--- config.mk ---
export PLATFORM = sky130hd
export DESIGN_NAME = prioritized_interrupt_gate
export DESIGN_NICKNAME = d
export VERILOG_FILES = /design/src/pig_pkg.sv /design/src/pig_prio_enc.sv /design/src/prioritized_interrupt_gate.sv
export VERILOG_INCLUDE_DIRS = /design/src
export SDC_FILE = /design/constraint.sdc
export NUM_CORES = 1
export LEC_CHECK = 0
export ABC_AREA = 1
export BUFFER_PORTS_ARGS = -buffer_cell sky130_fd_sc_hd__buf_2
export CORE_ASPECT_RATIO = 1.1
export CORE_MARGIN = 2
export CORE_UTILIZATION = 44
export DETAILED_ROUTE_END_ITERATION = 6
export GPL_ROUTABILITY_DRIVEN = 0
export PLACE_DENSITY = 0.73
export SYNTH_ARGS = -nofsm -noshare
export SYNTH_HDL_FRONTEND = slang
export SYNTH_HIERARCHICAL = 1
export SYNTH_SLANG_ARGS = --single-unit
--- constraint.sdc ---
create_clock -name ref_clk -period 2.4 [get_ports ref_clk]
set_input_delay 0.24 -clock ref_clk [delete_from_list [all_inputs] [get_ports ref_clk]]
set_output_delay 0.24 -clock ref_clk [all_outputs]
set_load 0.02 [all_outputs]
--- src/pig_regs.svh ---
// Purpose: register offsets, field positions, reset values and vector table for the interrupt gate
// Assumes: byte-wide register port, 250 MHz core clock
// Notes: status word layout keeps mask in the low byte
`ifndef PIG_REGS_SVH
`define PIG_REGS_SVH

// ==========================================
// register offsets
`define PIG_OFS_MASK 8'h08
`define PIG_OFS_PEND 8'h09
`define PIG_OFS_PSW_LO 8'h10
`define PIG_OFS_PSW_HI 8'h11

// ==========================================
// status word fields
`define PIG_PSW_I_BIT 9
`define PIG_PSW_FLAG_LSB 10
`define PIG_FAST_OUT_BIT 3

// ==========================================
// reset values
`define PIG_MASK_RST 8'h00
`define PIG_PEND_RST 8'h00
`define PIG_PSW_HI_RST 8'h00

// ==========================================
// vector table
`define PIG_VEC_BASE 16'h2000
`define PIG_VEC_SERIAL_LO 16'h200C

`endif

--- src/pig_pkg.sv ---
// Purpose: types for the interrupt gate
// Assumes: eight sources
// Notes: none
package pig_pkg;

  typedef struct packed {
    logic enableService;
    logic disableService;
    logic flagsSave;
    logic flagsRestore;
    logic boundary;
  } pig_instr_t;

  typedef struct packed {
    logic callReq;
    logic [2:0] level;
    logic [15:0] vecAddr;
  } pig_call_t;

  typedef enum logic [1:0] {
    PIG_IDLE = 2'b00,
    PIG_PUSH = 2'b01,
    PIG_LOAD = 2'b10
  } pig_state_t;

endpackage : pig_pkg

--- src/pig_prio_enc.sv ---
// Purpose: fixed priority select over pending and enabled requests
// Assumes: bit 7 highest
// Notes: purely combinational
`timescale 1ns/1ps
`default_nettype none
module pig_prio_enc #(
  parameter int NSRC = 8
) (
  input wire logic [NSRC-1:0] req,
  output logic any,
  output logic [$clog2(NSRC)-1:0] level
);
  always_comb begin
    any = 1'b0;
    level = '0;
    for (int i = 0; i < NSRC; i++) begin
      if (req[i]) begin
        any = 1'b1;
        level = i[$clog2(NSRC)-1:0];
      end
    end
  end
endmodule : pig_prio_enc
`default_nettype wire

--- src/prioritized_interrupt_gate.sv ---
// Purpose: interrupt enable, priority select and forced call for the core sequencer
// Assumes: sources and instruction strobes synchronous to ref_clk
// Notes: one call per boundary; sequencer performs the stack push and vector fetch
`timescale 1ns/1ps
`default_nettype none
`include "pig_regs.svh"
module prioritized_interrupt_gate
  import pig_pkg::*;
#(
  parameter int NSRC = 8
) (
  input wire logic ref_clk,
  input wire logic rst_n,
  input wire logic [NSRC-1:0] srcReq,
  input wire pig_instr_t instr,
  input wire logic callDone,
  input wire logic pushDone,
  input wire logic [15:0] popWord,
  input wire logic [15:0] flagsIn,
  input wire logic flagsWe,
  input wire logic [7:0] regAddr,
  input wire logic [7:0] regWdata,
  input wire logic regWr,
  input wire logic regRd,
  output logic [7:0] regRdata,
  output logic [15:0] statusWord,
  output logic [15:0] pushWord,
  output logic pushReq,
  output logic loadPc,
  output pig_call_t callOut
);

  // ==========================================
  // state
  logic [7:0] mask_ff;
  logic [NSRC-1:0] pend_ff;
  logic [NSRC-1:0] srcPrev_ff;
  logic gie_ff;
  logic [5:0] flags_ff;
  logic lockout_ff;
  pig_state_t state_ff;
  pig_state_t nxt_state;
  logic [2:0] lvl_ff;
  logic [7:0] regRdata_ff;
  logic [15:0] pushWord_ff;

  logic [NSRC-1:0] rise;
  logic [NSRC-1:0] armed;
  logic anyArmed;
  logic [2:0] selLvl;
  logic take;
  logic wrMask;
  logic wrPend;

  function automatic logic hit(input logic [7:0] a, input logic [7:0] ofs);
    hit = (a == ofs);
  endfunction : hit

  assign wrMask = regWr && hit(regAddr, `PIG_OFS_MASK);
  assign wrPend = regWr && hit(regAddr, `PIG_OFS_PEND);

  // ==========================================
  // request detection
  assign rise = srcReq & ~srcPrev_ff;
  assign armed = pend_ff & mask_ff[NSRC-1:0];

  always_ff @(posedge ref_clk or negedge rst_n) begin
    if (!rst_n) begin
      srcPrev_ff <= '0;
    end else begin
      srcPrev_ff <= srcReq;
    end
  end

  pig_prio_enc #(
    .NSRC(NSRC)
  ) u_prio (
    .req(armed),
    .any(anyArmed),
    .level(selLvl)
  );

  // service only at a boundary, globally enabled, not locked out
  assign take = instr.boundary && gie_ff && anyArmed && !lockout_ff &&
                (state_ff == PIG_IDLE) && !instr.flagsSave && !instr.flagsRestore;

  // ==========================================
  // pending register
  // hardware set wins over software clear in the same cycle
  always_ff @(posedge ref_clk or negedge rst_n) begin
    if (!rst_n) begin
      pend_ff <= `PIG_PEND_RST;
    end else begin
      for (int i = 0; i < NSRC; i++) begin
        if (rise[i]) begin
          pend_ff[i] <= 1'b1;
        end else if (take && selLvl == i[2:0]) begin
          pend_ff[i] <= 1'b0;
        end else if (wrPend) begin
          pend_ff[i] <= regWdata[i];
        end
      end
    end
  end

  // ==========================================
  // status word: mask, global enable, flags
  always_ff @(posedge ref_clk or negedge rst_n) begin
    if (!rst_n) begin
      mask_ff <= `PIG_MASK_RST;
    end else if (instr.flagsSave) begin
      mask_ff <= 8'h00;
    end else if (instr.flagsRestore) begin
      mask_ff <= popWord[7:0];
    end else if (flagsWe) begin
      mask_ff <= flagsIn[7:0];
    end else if (wrMask) begin
      mask_ff <= regWdata;
    end
  end

  always_ff @(posedge ref_clk or negedge rst_n) begin
    if (!rst_n) begin
      gie_ff <= 1'b0;
    end else if (instr.flagsSave) begin
      gie_ff <= 1'b0;
    end else if (instr.flagsRestore) begin
      gie_ff <= popWord[`PIG_PSW_I_BIT];
    end else if (instr.enableService) begin
      gie_ff <= 1'b1;
    end else if (instr.disableService) begin
      gie_ff <= 1'b0;
    end else if (flagsWe) begin
      gie_ff <= flagsIn[`PIG_PSW_I_BIT];
    end
  end

  always_ff @(posedge ref_clk or negedge rst_n) begin
    if (!rst_n) begin
      flags_ff <= 6'h00;
    end else if (instr.flagsSave) begin
      flags_ff <= 6'h00;
    end else if (instr.flagsRestore) begin
      flags_ff <= popWord[15:`PIG_PSW_FLAG_LSB];
    end else if (flagsWe) begin
      flags_ff <= flagsIn[15:`PIG_PSW_FLAG_LSB];
    end
  end

  assign statusWord = {flags_ff, gie_ff, 1'b0, mask_ff};

  // ==========================================
  // one-boundary lockout after call, save, restore, enable, disable
  always_ff @(posedge ref_clk or negedge rst_n) begin
    if (!rst_n) begin
      lockout_ff <= 1'b0;
    end else if (instr.flagsSave || instr.flagsRestore || instr.enableService ||
                 instr.disableService || callDone) begin
      lockout_ff <= 1'b1;
    end else if (instr.boundary) begin
      lockout_ff <= 1'b0;
    end
  end

  // ==========================================
  // forced call sequence
  always_comb begin
    nxt_state = state_ff;
    unique case (state_ff)
      PIG_IDLE: begin
        if (take) begin
          nxt_state = PIG_PUSH;
        end
      end
      PIG_PUSH: begin
        if (pushDone) begin
          nxt_state = PIG_LOAD;
        end
      end
      PIG_LOAD: begin
        if (callDone) begin
          nxt_state = PIG_IDLE;
        end
      end
      default: nxt_state = PIG_IDLE;
    endcase
  end

  always_ff @(posedge ref_clk or negedge rst_n) begin
    if (!rst_n) begin
      state_ff <= PIG_IDLE;
    end else begin
      state_ff <= nxt_state;
    end
  end

  always_ff @(posedge ref_clk or negedge rst_n) begin
    if (!rst_n) begin
      lvl_ff <= 3'h0;
    end else if (take) begin
      lvl_ff <= selLvl;
    end
  end

  // flags save pushes the word as it stood before clearing
  always_ff @(posedge ref_clk or negedge rst_n) begin
    if (!rst_n) begin
      pushWord_ff <= 16'h0000;
    end else if (instr.flagsSave) begin
      pushWord_ff <= statusWord;
    end
  end

  assign pushWord = pushWord_ff;
  assign pushReq = (state_ff == PIG_PUSH);
  assign loadPc = (state_ff == PIG_LOAD);
  // serial (level 6) lands on 200Ch, level 7 on 200Eh
  assign callOut.callReq = (state_ff != PIG_IDLE);
  assign callOut.level = lvl_ff;
  assign callOut.vecAddr = `PIG_VEC_BASE + {12'h000, lvl_ff, 1'b0};

  // ==========================================
  // register read port
  always_ff @(posedge ref_clk or negedge rst_n) begin
    if (!rst_n) begin
      regRdata_ff <= 8'h00;
    end else if (regRd) begin
      unique case (regAddr)
        `PIG_OFS_MASK: regRdata_ff <= mask_ff;
        `PIG_OFS_PEND: regRdata_ff <= pend_ff;
        `PIG_OFS_PSW_LO: regRdata_ff <= statusWord[7:0];
        `PIG_OFS_PSW_HI: regRdata_ff <= statusWord[15:8];
        default: regRdata_ff <= 8'h00;
      endcase
    end else begin
      regRdata_ff <= 8'h00;
    end
  end

  assign regRdata = regRdata_ff;

endmodule : prioritized_interrupt_gate
`default_nettype wire

-- Word-level counts from Yosys, hierarchy flattened
Index checks and enable logic that the tools add are counted.
- multiplexer cells: 59
- $add $sub $neg: 1
- magnitude comparators: 0
- multiply operators: 0
- shift-type cells: 0
- div/mod/pow operators: 0
- bitwise gates (word level): 3
- reduce and logical (&&, ||, !) cells: 40
- equal/unequal tests: 16
- operators with widths (operator ; count):
    2-to-1 mux 1 bit ; 40
    2-to-1 mux 8 bit ; 5
    nonzero test 3 bit ; 9
    case mux 8 bit (3 select lines) ; 1
    2-to-1 mux 6 bit ; 3
    AND 8 bit ; 2
    == test 8 x 4 -> 1 bit, second input constant ; 2
    == test 8 x 5 -> 1 bit, second input constant ; 2
    logical AND 1 bit ; 16
    adder 14 x 4 -> 15 bit, first input constant ; 1
    == test 3 bit, second input constant ; 4
    2-to-1 mux 3 bit ; 4
    2-to-1 mux 2 bit ; 5
    NOT 8 bit ; 1
    == test 3 x 2 -> 1 bit, second input constant ; 2
    != test 2 bit, second input constant ; 3
    case mux 2 bit (3 select lines) ; 1
    nonzero test 5 bit ; 1
    logical OR 1 bit ; 4
    nonzero test 2 bit ; 2
    nonzero test 4 bit ; 1
    == test 3 x 1 -> 1 bit, second input constant ; 1
    logical NOT 1 bit ; 3
    logical NOT 3 bit ; 1
    other kinds (5) ; 5
- bits in registers: 60
- RAM bits: 0
- memories: 0
- latch bits: 0
- bits in read-only memories: 0
- output and inout port bits: 62
- input port bits: 68
- logic and storage cells: 136

-- Longest topological paths before layout
Gate-level depths: netlist of the first run.
- depth after elaboration: 17
- gate-level depth with buffers: 14
- gate-level depth less buffers: 14

-- Hierarchy
Netlist of the first run, hierarchy kept.
- by module, submodules not included (module ; cells each ; area each (um^2) ; seq. area each (um^2) ; times used):
    prioritized_interrupt_gate ; 412 ; 3295.7 ; 1501.4 ; 1
    pig_prio_enc ; 20 ; 77.6 ; 0.0 ; 1

-- Worst setup path after synthesis of the first run
No wires, ideal clock.
- kind: reg2reg
- start point: register mask_ff[3]
- end point: register lvl_ff[2]
- data required time: 2.277 ns
- path slack: 0.905 ns
- path buffers: 0
- stages on the path, launching flop included: 12
- arrival: 1.372 ns
- library setup time: 0.123 ns
- period minus slack after synthesis: 1.495 ns
- path through: dfrtp_1 -> nand2_1 -> inv_1 -> inv_1 -> nand2_1 -> nor3_1 -> nand3_1 -> nand3_1 -> nor2_2 -> nand2_2 -> nand2_1 -> o21ai_1
- cells in the longest elaborated chain, start to end: 11
- ends and longest elaborated chain (what ; line ; RTL):
    from (decl) ; prioritized_interrupt_gate.sv:35 ; logic [7:0] mask_ff;
    from (signal assigned) ; prioritized_interrupt_gate.sv:110 ; mask_ff <= `PIG_MASK_RST;
    from (signal assigned) ; prioritized_interrupt_gate.sv:114 ; mask_ff <= popWord[7:0];
    from (signal assigned) ; prioritized_interrupt_gate.sv:116 ; mask_ff <= flagsIn[7:0];
    AND 8 bit ; prioritized_interrupt_gate.sv:65 ; assign armed = pend_ff & mask_ff[NSRC-1:0];
    net armed[3] ; prioritized_interrupt_gate.sv:48 ; logic [NSRC-1:0] armed;
    2-to-1 mux 1 bit (5 in series) ; pig_prio_enc.sv:17 ; if (req[i]) begin
    net anyArmed ; prioritized_interrupt_gate.sv:49 ; logic anyArmed;
    logical AND 1 bit (3 in series) ; prioritized_interrupt_gate.sv:84 ; assign take = instr.boundary && gie_ff && anyArmed && !lockout_ff &&
    logical AND 1 bit (2 in series) ; prioritized_interrupt_gate.sv:85 ; (state_ff == PIG_IDLE) && !instr.flagsSave && !instr.flagsRestore;
    to (signal assigned) ; prioritized_interrupt_gate.sv:201 ; lvl_ff <= selLvl;
    to (decl) ; prioritized_interrupt_gate.sv:43 ; logic [2:0] lvl_ff;
The timed path passes the listed nets, and every way through them passes these cells.
A chain may end at the register's enable or synchronous reset.

-- Final worst setup path of the first run
- start point: register mask_ff[6]
- end point: register pend_ff[7]
- cells in the longest elaborated chain, start to end: 11
- elaborated cells on any way between the ends: 15
- classes of those cells: eq/ne (1); mux (6); bitwise (1); reduce/logical (7)
- ends and longest elaborated chain (what ; line ; RTL):
    AND 8 bit * ; prioritized_interrupt_gate.sv:65 ;
    net armed[6] ; prioritized_interrupt_gate.sv:48 ;
    2-to-1 mux 1 bit * (2 in series) ; pig_prio_enc.sv:17 ;
    net anyArmed ; prioritized_interrupt_gate.sv:49 ;
    logical AND 1 bit * (3 in series) ; prioritized_interrupt_gate.sv:84 ;
    logical AND 1 bit * (2 in series) ; prioritized_interrupt_gate.sv:85 ;
    logical AND 1 bit * ; prioritized_interrupt_gate.sv:97 ; end else if (take && selLvl == i[2:0]) begin
    2-to-1 mux 1 bit ; prioritized_interrupt_gate.sv:97 ;
    2-to-1 mux 1 bit ; prioritized_interrupt_gate.sv:95 ; if (rise[i]) begin
    to (signal assigned) ; prioritized_interrupt_gate.sv:92 ; pend_ff <= `PIG_PEND_RST;
    to (signal, indexed assignment) ; prioritized_interrupt_gate.sv:100 ; pend_ff[i] <= regWdata[i];
    to (decl) ; prioritized_interrupt_gate.sv:36 ; logic [NSRC-1:0] pend_ff;
Mark *: on every way through the listed nets, which the timed path passes. The rest lies on a longest branch.

==> reports/results.ini, run 1 <==
[status]
outcome=finished, violations left
violations=negative hold slack

[pwr]
power.total_mw=2.59
p_seq_share_pct=43.0
p_per_area_nw_per_um2=617
p_comb_share_pct=17.3
p_sw_uw=787
switching_share_pct=30.4
cell_internal_pwr_mw=1.80
ir_drop_uv=281
clockPowerShare_pct=39.7
p_leak_nw=2.43

[floorplan]
die_area_um2=8380
core_area_um2=7430
fp-row-count=33
fp.dieW_um=87.5
die_h_um=95.8
initial_utilization_pct=45.4
io_pins=130

[timing]
setup-violations-final=0
hold_violations=9
fin_setup_tns_ps=0
fmax_mhz=618
finalMaxSlewViolations=0
rsz0062_at_grt=no
worst-slew-pin-transition_ps=848
maxSlewHeadroom_pct=43.4
fin_hold_ws_ps=-5.14
finalCriticalPeriod_ps=1620
finalCritPeriodShare_pct=67.4
clock_skew_ps=10.0

[route]
viasPerCell=4.79
route.met3.wl_um=553
drc_errors=0
highest_layer=met4
drt-total-wl_mm=8.49
first_iter_violations=180
drtAntennaViolNets=0
dr.pass1.iters=4
route.met2.wl_mm=4.13
wire_per_inst_um=13.2
vias=3073
met1_length_mm=3.59

[synth]
synthXorXnorAreaFrac_pct=0
netlist.area_leader.share_pct=44.5
synth_compound_area_share_pct=7.34
syn_avg_cell_area_um2=7.81
synthSimpleGateAreaFrac_pct=32.3
netlist_top_cells_area=dfrtp_1 (45%), nand2_1 (15%), inv_1 (6.8%), nand3_1 (5.8%), buf_4 (4.2%)
synth_top_family_by_area=simple AND/OR/NAND/NOR gates
async_flop_share_pct=100
yosysSeqAreaShare_pct=44.5
ys_ff_latch=60
synthTopCellsByCount=nand2_1 (131), inv_1 (61), dfrtp_1 (60), nand3_1 (39), o21ai_0 (23)
synthAdderAreaFrac_pct=0
synth.most_common_cell=nand2_1
synthMuxAreaShare_pct=1.78
synth_edf_count=0
ys.flop_type=dfrtp_1
synth_area_um2=3370
ys_types=32
netlist.top_cell.by_area=dfrtp_1
yosys_warnings=6
synth_cells=432

[final_layout]
drive_above_1_share_pct=29.6
seqCellArea_um2=1500
design_area_um2=4200
multi_input_area_um2=1450
fillers=709
finalNetCount=617
antennaDiodeCount=0
post-route-util_pct=56.5
area_growth_pct=24.4

[global_routing]
grt_pass1_vias=3078
grt_max_degree=39
grt_antenna_before_repair=0
gr-total-overflow=0
grt_usage_pct=22.4
grt_pass1_wl_mm=14.3

[cts]
clk_pin_slew_ps=80
ctsResizeCount=0
clock_latency_ps=350
cts_buffers=9
clock-sinks=60
clk_path_buf_depth=2
h-tree-depth=3
cts_tree=done
root_buffer=clkbuf_8

[setup_path]
worst_ep_required_time_ps=2650
reg2regPathDepth=9
reg2reg_from=mask_ff[6]
worstReg2RegEnd=pend_ff[7]
critPathLaunchType=flip-flop
crit_arrival_ps=1860
crit_type=reg -> reg
rrSetupSlack_ps=780
critPathCaptureType=flip-flop
crit_fanout=9

[place]
portBuffers=112
dp_hpwl_mm=6.68
placed_cell_area_um2=3930

[worst_hold_path]
hold_class=in -> async

[flow_run]
maxCapViolations=0

## power by group through the flow
stage               clock network, mW  registers [mW]  logic, mW
finish                           1.03            1.11      0.448
CTS                              1.04            1.11      0.451
global placement                    0            1.13      0.435
global route                     1.09            1.12      0.501
floorplan                           0            1.18      0.230
detailed placement                  0            1.13      0.446
## per-layer routing
metal / track usage [%] / up-vias
met5: 0 / -
met4: 9.74 / 0
met3: 4.89 / 16
met2: 37.1 / 105
met1: 28.1 / 1398
li1: - / 1554
## per-stage QoR
step / instances / hold slack [ps] / setup slack [ps]
2_1_floorplan: 445 / -55.6 / 905
3_3_place_gp: 621 / 368 / 844
3_5_place_dp: 621 / 366 / 805
4_1_cts: 640 / 2.85 / 783
5_1_grt: 641 / 0.00741 / 529
6_report: 641 / -5.14 / 782
## repair_timing
item | CTS | global route
hold buffers | 3 | 1
endpoints found under the hold margin | 3 | 1
buffers inserted | 0 | 0
## worst max path at each step
stage	startpoint	to	slack, ps
after floorplan	mask_ff[3]	lvl_ff[2]	910
after global placement	mask_ff[3]	pend_ff[4]	840
after detailed placement	mask_ff[3]	lvl_ff[2]	800
after CTS	mask_ff[3]	pend_ff[7]	780
after global routing	mask_ff[3]	pend_ff[7]	530
final	mask_ff[6]	pend_ff[7]	780
## state kept, by name, summed over array words and instances, names as in the netlist
name        flops
pend_ff         8
regRdata        8
pushWord       15
gie_ff          1
lockout_ff      1
state_ff        2
lvl_ff          3
flags_ff        6
mask_ff         8
srcPrev_ff      8
## worst max-delay path: stages, from the launching register on
cell and delay (ps):
dfrtp_1 450, nand2_1 80, inv_1 90, nor2_1 70
nand3_1 110, nand3_1 100, nor2_2 290, nand4_1 150
nand3_1 130, nand2_1 60
## cells in the final DEF, fill, tap and decap left out, types with 6 or more instances in the layout
| cell type | instances |
|---|---|
| clkbuf_8 | 9 |
| nor2_1 | 18 |
| dfrtp_1 | 60 |
| a21oi_1 | 8 |
| nand2_1 | 131 |
| o21ai_0 | 23 |
| buf_2 | 112 |
| nand4_1 | 8 |
| nand3_1 | 39 |
| conb_1 | 15 |
| inv_1 | 61 |
| inv_2 | 6 |
| mux2i_1 | 6 |
## logic make-up (layout without fill, tap and decap cells)
group           Yosys count  count (layout)
compound gates           44              44
buf+inv                  96             205
flops                    60              60
mux                       6               6
other cells               2              15
simple gates            224             224
## final cells by class
cell class              instances  share of cell area, %
clock buffers                   9                   2.95
multi-input cells             289                   34.6
repair buffers                119                   14.8
inverters                      70                   6.80
flip-flops and latches         60                   35.8
well taps                      87                   2.59
clock inverters                 7                   2.41
(Power assumes the default switching activity.)
==> run 2: changes to the inputs <==
--- a/config.mk
+++ b/config.mk
@@ -13,7 +13,7 @@
 export CORE_UTILIZATION = 44
 export DETAILED_ROUTE_END_ITERATION = 6
 export GPL_ROUTABILITY_DRIVEN = 0
-export PLACE_DENSITY = 0.73
+export PLACE_DENSITY = 0.76
 export SYNTH_ARGS = -nofsm -noshare
 export SYNTH_HDL_FRONTEND = slang
 export SYNTH_HIERARCHICAL = 1
==> constraint.sdc (replaced) <==
create_clock -name ref_clk -period 1.45 [get_ports ref_clk]
set_input_delay 0.145 -clock ref_clk [delete_from_list [all_inputs] [get_ports ref_clk]]
set_output_delay 0.145 -clock ref_clk [all_outputs]
set_load 0.02 [all_outputs]
==> run 2 against run 1 <==
The run ends with negative setup slack left. Clock power up 30%. Flip-flop and latch count unchanged. Global-route usage up 1.1 points. First-iteration DRC count up 6.1%. Maximum frequency up 6.1%. Hold slack better by 33 ps. Wire length up 8.4%. Register-to-register slack worse by 860 ps. Clock skew down 2.3 ps. Final cell count up 4.5%.
==> reports/results.ini, run 2 (synthesis results as in run 1) <==
[cts]
clock_latency_ps=340  ; about the same
clock-sinks=60  ; unchanged
clk_pin_slew_ps=60  ; -20 ps
h-tree-depth=3  ; unchanged
cts_buffers=9  ; unchanged
cts_tree=done
clk_path_buf_depth=2  ; unchanged
root_buffer=clkbuf_8

[final_layout]
post-route-util_pct=59.9  ; +3.4 points
final_common_cell=nand2_1
area_growth_pct=32.0
largest_reg_flops=15  ; unchanged
layout_common_cells=nand2_1 (126), buf_2 (112), dfrtp_1 (60)
finalNetCount=647  ; +4.9%
antennaDiodeCount=0  ; unchanged
drive_above_1_share_pct=33.8  ; +4.2 points

[global_routing]
grt_antenna_before_repair=0  ; unchanged
grt_usage_pct=23.5  ; +1.1 points
grt_max_degree=61  ; +56%
gr-total-overflow=0  ; unchanged
grt_pass1_vias=3300  ; +7.2%
grt_pass1_wl_mm=15.1  ; +5.6%

[worst_hold_path]
hold_depth=2
hp-start=instr[0]
holdPathEnd=lockout_ff
hold_class=in -> reg

[route]
met1_length_mm=3.92  ; +9.0%
wire_per_inst_um=13.7  ; +3.7%
first_iter_violations=191  ; +6.1%
drc_errors=0  ; unchanged
vias=3315  ; +7.9%
viasPerCell=4.95  ; +3.2%
drtAntennaViolNets=0  ; unchanged
route.met2.wl_mm=4.56  ; +10%
dr.pass1.iters=4  ; unchanged
route.met3.wl_um=488  ; -12%
drt-total-wl_mm=9.20  ; +8.4%
highest_layer=met4

[timing]
rsz0062_at_grt=yes
setup_slack_ps=-75.3  ; -857 ps
clock_skew_ps=7.70  ; -2.32 ps
setup-violations-final=6  ; +6
finalCritPeriodShare_pct=105  ; +38 points
fin_setup_tns_ps=-140  ; -140 ps
finalCriticalPeriod_ps=1530  ; -92.8 ps
hold_violations=0  ; -9
fmax_mhz=656  ; +6.1%
finalMaxSlewViolations=0  ; unchanged

[setup_path]
crit_type=reg -> reg
path_cells=nand2_1, inv_1, inv_2, nand2_2, nand2_1, nand2_1, nand2_1, nand2_2, nand2_4, inv_4, nor2_4, nand4_1, nand3_1, nand2_1
worstReg2RegEnd=pend_ff[5]
cpMostUsedCell=nand2_1
reg2regPathDepth=14  ; +5
worst_ep_required_time_ps=1680  ; -970 ps
critPathLaunchType=flip-flop
slowest_delay_ps=380  ; -70 ps
rrSetupSlack_ps=-80  ; -860 ps
crit_start=pend_ff[2]
crit_arrival_ps=1760  ; -100 ps
crit_fanout=4  ; -5
reg2reg_from=pend_ff[2]
worst_path_max_delay_cell=dfrtp_1
critPathCaptureType=flip-flop

[pwr]
switching_share_pct=31.3  ; +0.90 points
clockPowerShare_pct=32.8  ; -6.9 points
p_comb_share_pct=22.4  ; +5.1 points
p_per_area_nw_per_um2=915  ; +48%
ir_drop_uv=504  ; +79%
cell_internal_pwr_mw=2.80  ; +55%
p_leak_nw=2.56  ; +5.3%
p_seq_share_pct=44.8  ; +1.8 points
p_sw_mw=1.27  ; +62%

[floorplan]
fp-row-count=33  ; unchanged
die_area_um2=8380  ; unchanged
fp.dieW_um=87.5  ; unchanged
core_area_um2=7430  ; unchanged
initial_utilization_pct=45.4  ; unchanged
die_h_um=95.8  ; unchanged
io_pins=130  ; unchanged

[status]
violations=negative setup slack
outcome=finished, violations left

[place]
dp_hpwl_mm=7.08  ; +6.1%
portBuffers=112  ; unchanged

[flow_run]
maxCapViolations=0  ; unchanged

==> run 2: changes by cell type in the layout (fill, tap and decap cells not counted), moves of 3 or more <==
cell and change:
nand2_1 -5, buf_4 +21, clkinv_4 -3, inv_1 -3
nor2_1 -3, dlygate4sd3_1 +7, nand2_2 +3, nor2_4 +3
==> run 2: worst max path at each step <==
stage          depth (start not counted)    endpoint  slack, ps
5_1_grt                               14  pend_ff[5]       -180
3_3_place_gp                          14  pend_ff[5]         20
2_1_floorplan                         14  pend_ff[1]         20
6_report                              14  pend_ff[5]        -80
3_5_place_dp                          14  pend_ff[5]        -50
4_1_cts                               14  pend_ff[5]        -10
==> run 2: power by group through the flow <==
stage	Combinational, mW	Clock [mW]	Sequential [mW]
floorplan	0.382	0	1.96
global placement	0.807	0	1.85
detailed placement	0.829	0	1.85
CTS	0.863	1.36	1.82
global route	1.00	1.44	1.83
finish	0.913	1.34	1.82
==> run 2: cell type report <==
class / count / area (um^2)
Tap cell: 87 / 109
Timing Repair Buffer: 148 / 871
Multi-Input combinational cell: 290 / 1520
Sequential cell: 60 / 1500
Fill cell: 690 / 2980
Clock buffer: 13 / 159
Clock inverter: 2 / 10.0
Inverter: 70 / 288
==> run 2: stage by stage <==
stage                     std cells  power (mW)  worst slack (ps)  instance area [um^2]  hold WS [ps]
after floorplan                 445        2.34              17.2                  3430          -151
after global placement          641        2.66              20.2                  4100           177
after detailed placement        641        2.68             -53.4                  4100           178
after CTS                       667        4.04             -14.6                  4390          14.6
after global routing            670        4.27              -185                  4450          38.5
final                           670        4.07             -75.3                  4450          27.8
==> run 2: timing repair <==
item / 4_1_cts / 5_1_grt
resized for setup: 3 / 15
cloned: 0 / 1
setup buffers: 0 / 2
hold buffers: 11 / 0
pin swaps: 2 / 8
endpoints found under the hold margin: 70 / 0
setup endpoints to repair: 5 / 12
==> run 2: metal layers <==
layer,vias to the layer above,global-route usage (%)
li1,1615,-
met1,1555,29.3
met2,124,40.2
met3,21,3.43
met4,0,10.6
met5,-,0
==> run 2: worst max-delay path, delay by kind of cell (launching register included) <==
kind	cells	cell delay [ps]
buffers and inverters	3	160
flip-flops	1	380
AND/OR/NAND/NOR	11	900
==> run 3: changes to the inputs <==
--- a/config.mk
+++ b/config.mk
@@ -11,6 +11,7 @@
 export CORE_ASPECT_RATIO = 1.1
 export CORE_MARGIN = 2
 export CORE_UTILIZATION = 44
+export CTS_BUF_LIST = sky130_fd_sc_hd__clkbuf_2
 export DETAILED_ROUTE_END_ITERATION = 6
 export GPL_ROUTABILITY_DRIVEN = 0
 export PLACE_DENSITY = 0.76
==> run 3 against run 2 <==
Critical path depth fell by 11. Design area increased by 3.9%. Largest power group unchanged. Non-clock buffer count increased by 24. Clock skew is 11 ps higher. The flow still finishes with violations (negative setup slack).
==> reports/results.ini, run 3 (synthesis results as in run 1) <==
[status]
outcome=finished, violations left
violations=negative setup slack

[worst_hold_path]
hold_class=in -> reg
hold_depth=5  ; +3
hp-start=instr[3]
holdPathEnd=lockout_ff

[timing]
setup_slack_ps=-71.6  ; +3.76 ps
clock_skew_ps=18.3  ; +10.6 ps
finalCritPeriodShare_pct=105  ; -0.26 points
finalCriticalPeriod_ps=1520  ; -3.76 ps
rsz0062_at_grt=yes
fmax_mhz=657  ; +0.25%
finalMaxSlewViolations=0  ; unchanged
setup-violations-final=7  ; +1
hold_violations=0  ; unchanged
fin_hold_ws_ps=20.0  ; -7.89 ps

[cts]
cts_buffers=9  ; unchanged
clk_path_buf_depth=2  ; unchanged
cts_tree=done
h-tree-depth=3  ; unchanged
root_buffer=clkbuf_2
clock-sinks=60  ; unchanged
clk_pin_slew_ps=170  ; +110 ps
clock_latency_ps=490  ; +150 ps

[pwr]
ir_drop_uv=457  ; -9.3%
power.total_mw=3.63  ; -11%
p_per_area_nw_per_um2=784  ; -14%
p_leak_nw=2.63  ; +2.7%

[setup_path]
crit_type=reg -> out
cpLargestDelayFamily=flip-flops
critPathCaptureType=primary output
path_cells=inv_1, nor2_2, buf_4
worstReg2RegEnd=pend_ff[5]
critPathLaunchType=flip-flop
worstSetupPathDepth=3  ; -11
crit_buf_inv=2  ; -1
reg2regPathDepth=14  ; unchanged
worst_path_max_delay_cell=dfrtp_1
rrSetupSlack_ps=-60  ; +20 ps
crit_fanout=3  ; -1
crit_arrival_ps=1380  ; -380 ps
worst_ep_required_time_ps=1310  ; -370 ps
reg2reg_from=pend_ff[2]
slowest_delay_ps=460  ; +80 ps

[global_routing]
grt_pass1_vias=3534  ; +7.1%
grt_usage_pct=25.1  ; +1.6 points
grt_max_degree=61  ; unchanged
gr-total-overflow=0  ; unchanged
grt_pass1_wl_mm=16.2  ; +7.3%
grt_antenna_before_repair=0  ; unchanged

[final_layout]
largest_reg_flops=15  ; unchanged
area_growth_pct=37.2
layout_common_cells=nand2_1 (125), buf_2 (108), dfrtp_1 (60)
antennaDiodeCount=0  ; unchanged
drive_above_1_share_pct=33.4  ; -0.35 points
final_common_cell=nand2_1
finalNetCount=671  ; +3.7%
fillers=666  ; -3.5%

[floorplan]
die_h_um=95.8  ; unchanged
io_pins=130  ; unchanged
die_area_um2=8380  ; unchanged
core_area_um2=7430  ; unchanged
fp-row-count=33  ; unchanged
initial_utilization_pct=45.4  ; unchanged
fp.dieW_um=87.5  ; unchanged

[route]
viasPerCell=5.14  ; +3.8%
dr.pass1.iters=5  ; +1
drc_errors=0  ; unchanged
wire_per_inst_um=14.6  ; +6.0%
drtAntennaViolNets=0  ; unchanged
vias=3565  ; +7.5%
first_iter_violations=240  ; +26%
drt-total-wl_mm=10.1  ; +9.8%

[flow_run]
maxCapViolations=0  ; unchanged

[place]
dp_hpwl_mm=7.08  ; unchanged
portBuffers=112  ; unchanged

run 3: changes by cell type in the layout (fill, tap and decap cells not counted), moves of 2 or more:
cell,previous run,this run
buf_2,112,108
buf_4,24,26
buf_6,0,3
clkbuf_1,2,0
clkbuf_2,0,11
clkbuf_8,11,0
clkinv_1,0,2
dlygate4sd3_1,11,34
inv_1,58,56
inv_2,8,10
nor2_1,15,13
run 3: what timing repair did:
| item | in CTS | in global routing |
|---|---|---|
| buffers inserted | 0 | 3 |
| hold buffers | 34 | 0 |
| hold endpoints to repair | 94 | 0 |
| pin swaps | 2 | 11 |
| cloned | 0 | 1 |
| endpoints found under the setup margin | 6 | 15 |
| gates resized for setup | 7 | 24 |
run 3: layout make-up:
| class | count | area [um^2] | share of cell area (%) |
|---|---|---|---|
| multi-input cells | 290 | 1530 | 33.0 |
| well taps | 87 | 109 | 2.35 |
| repair buffers | 172 | 1130 | 24.4 |
| flip-flops and latches | 60 | 1500 | 32.4 |
| clock buffers | 11 | 55.1 | 1.19 |
| inverters | 70 | 288 | 6.22 |
| clock inverters | 4 | 17.5 | 0.378 |
run 3: worst max path at each step:
stage	start	end	slack, ps
after floorplan	mask_ff[2]	pend_ff[1]	20
after CTS	mask_ff[2]	pend_ff[5]	1
after detailed placement	mask_ff[2]	pend_ff[5]	-50
after global placement	pend_ff[2]	pend_ff[5]	20
final	state_ff[0]	pushReq	-70
after global routing	pend_ff[2]	pend_ff[5]	-180
run 3: power breakdown:
group / total [mW] / switching, mW / internal (mW)
clock: 0.814 / 0.599 / 0.215
sequential: 1.82 / 0.0587 / 1.77
combinational: 0.988 / 0.605 / 0.383
total: 3.63 / 1.26 / 2.36
run 3: tightest hold or removal path: cells and delay by family:
kind	cells	cell delay (ps)
AND/OR/NAND/NOR	2	150
buffers and inverters	2	110
AO/OA/AOI/OAI	1	60
run 3: layer usage:
| layer | vias up | wire, um | part of all wire, % | track usage (%) |
|---|---|---|---|---|
| met2 | 186 | 5200 | 51 | 44.6 |
| li1 | 1668 | - | - | - |
| met5 | - | 0 | 0 | 0 |
| met1 | 1685 | 4020 | 40 | 30.5 |
| met3 | 26 | 644 | 6.4 | 3.95 |
| met4 | 0 | 240 | 2.4 | 9.62 |
run 3: metrics by stage:
stage	utilization (%)	setup WS (ps)	setup TNS (ps)	area, um^2	instances
2_1_floorplan	-	17.2	0	3430	445
3_5_place_dp	55.2	-53.4	-63.4	4100	641
5_1_grt	62.3	-183	-1620	4630	694
4_1_cts	61.0	1.03	0	4530	690
3_3_place_gp	55.2	20.2	0	4100	641
6_report	62.3	-71.6	-240	4630	694
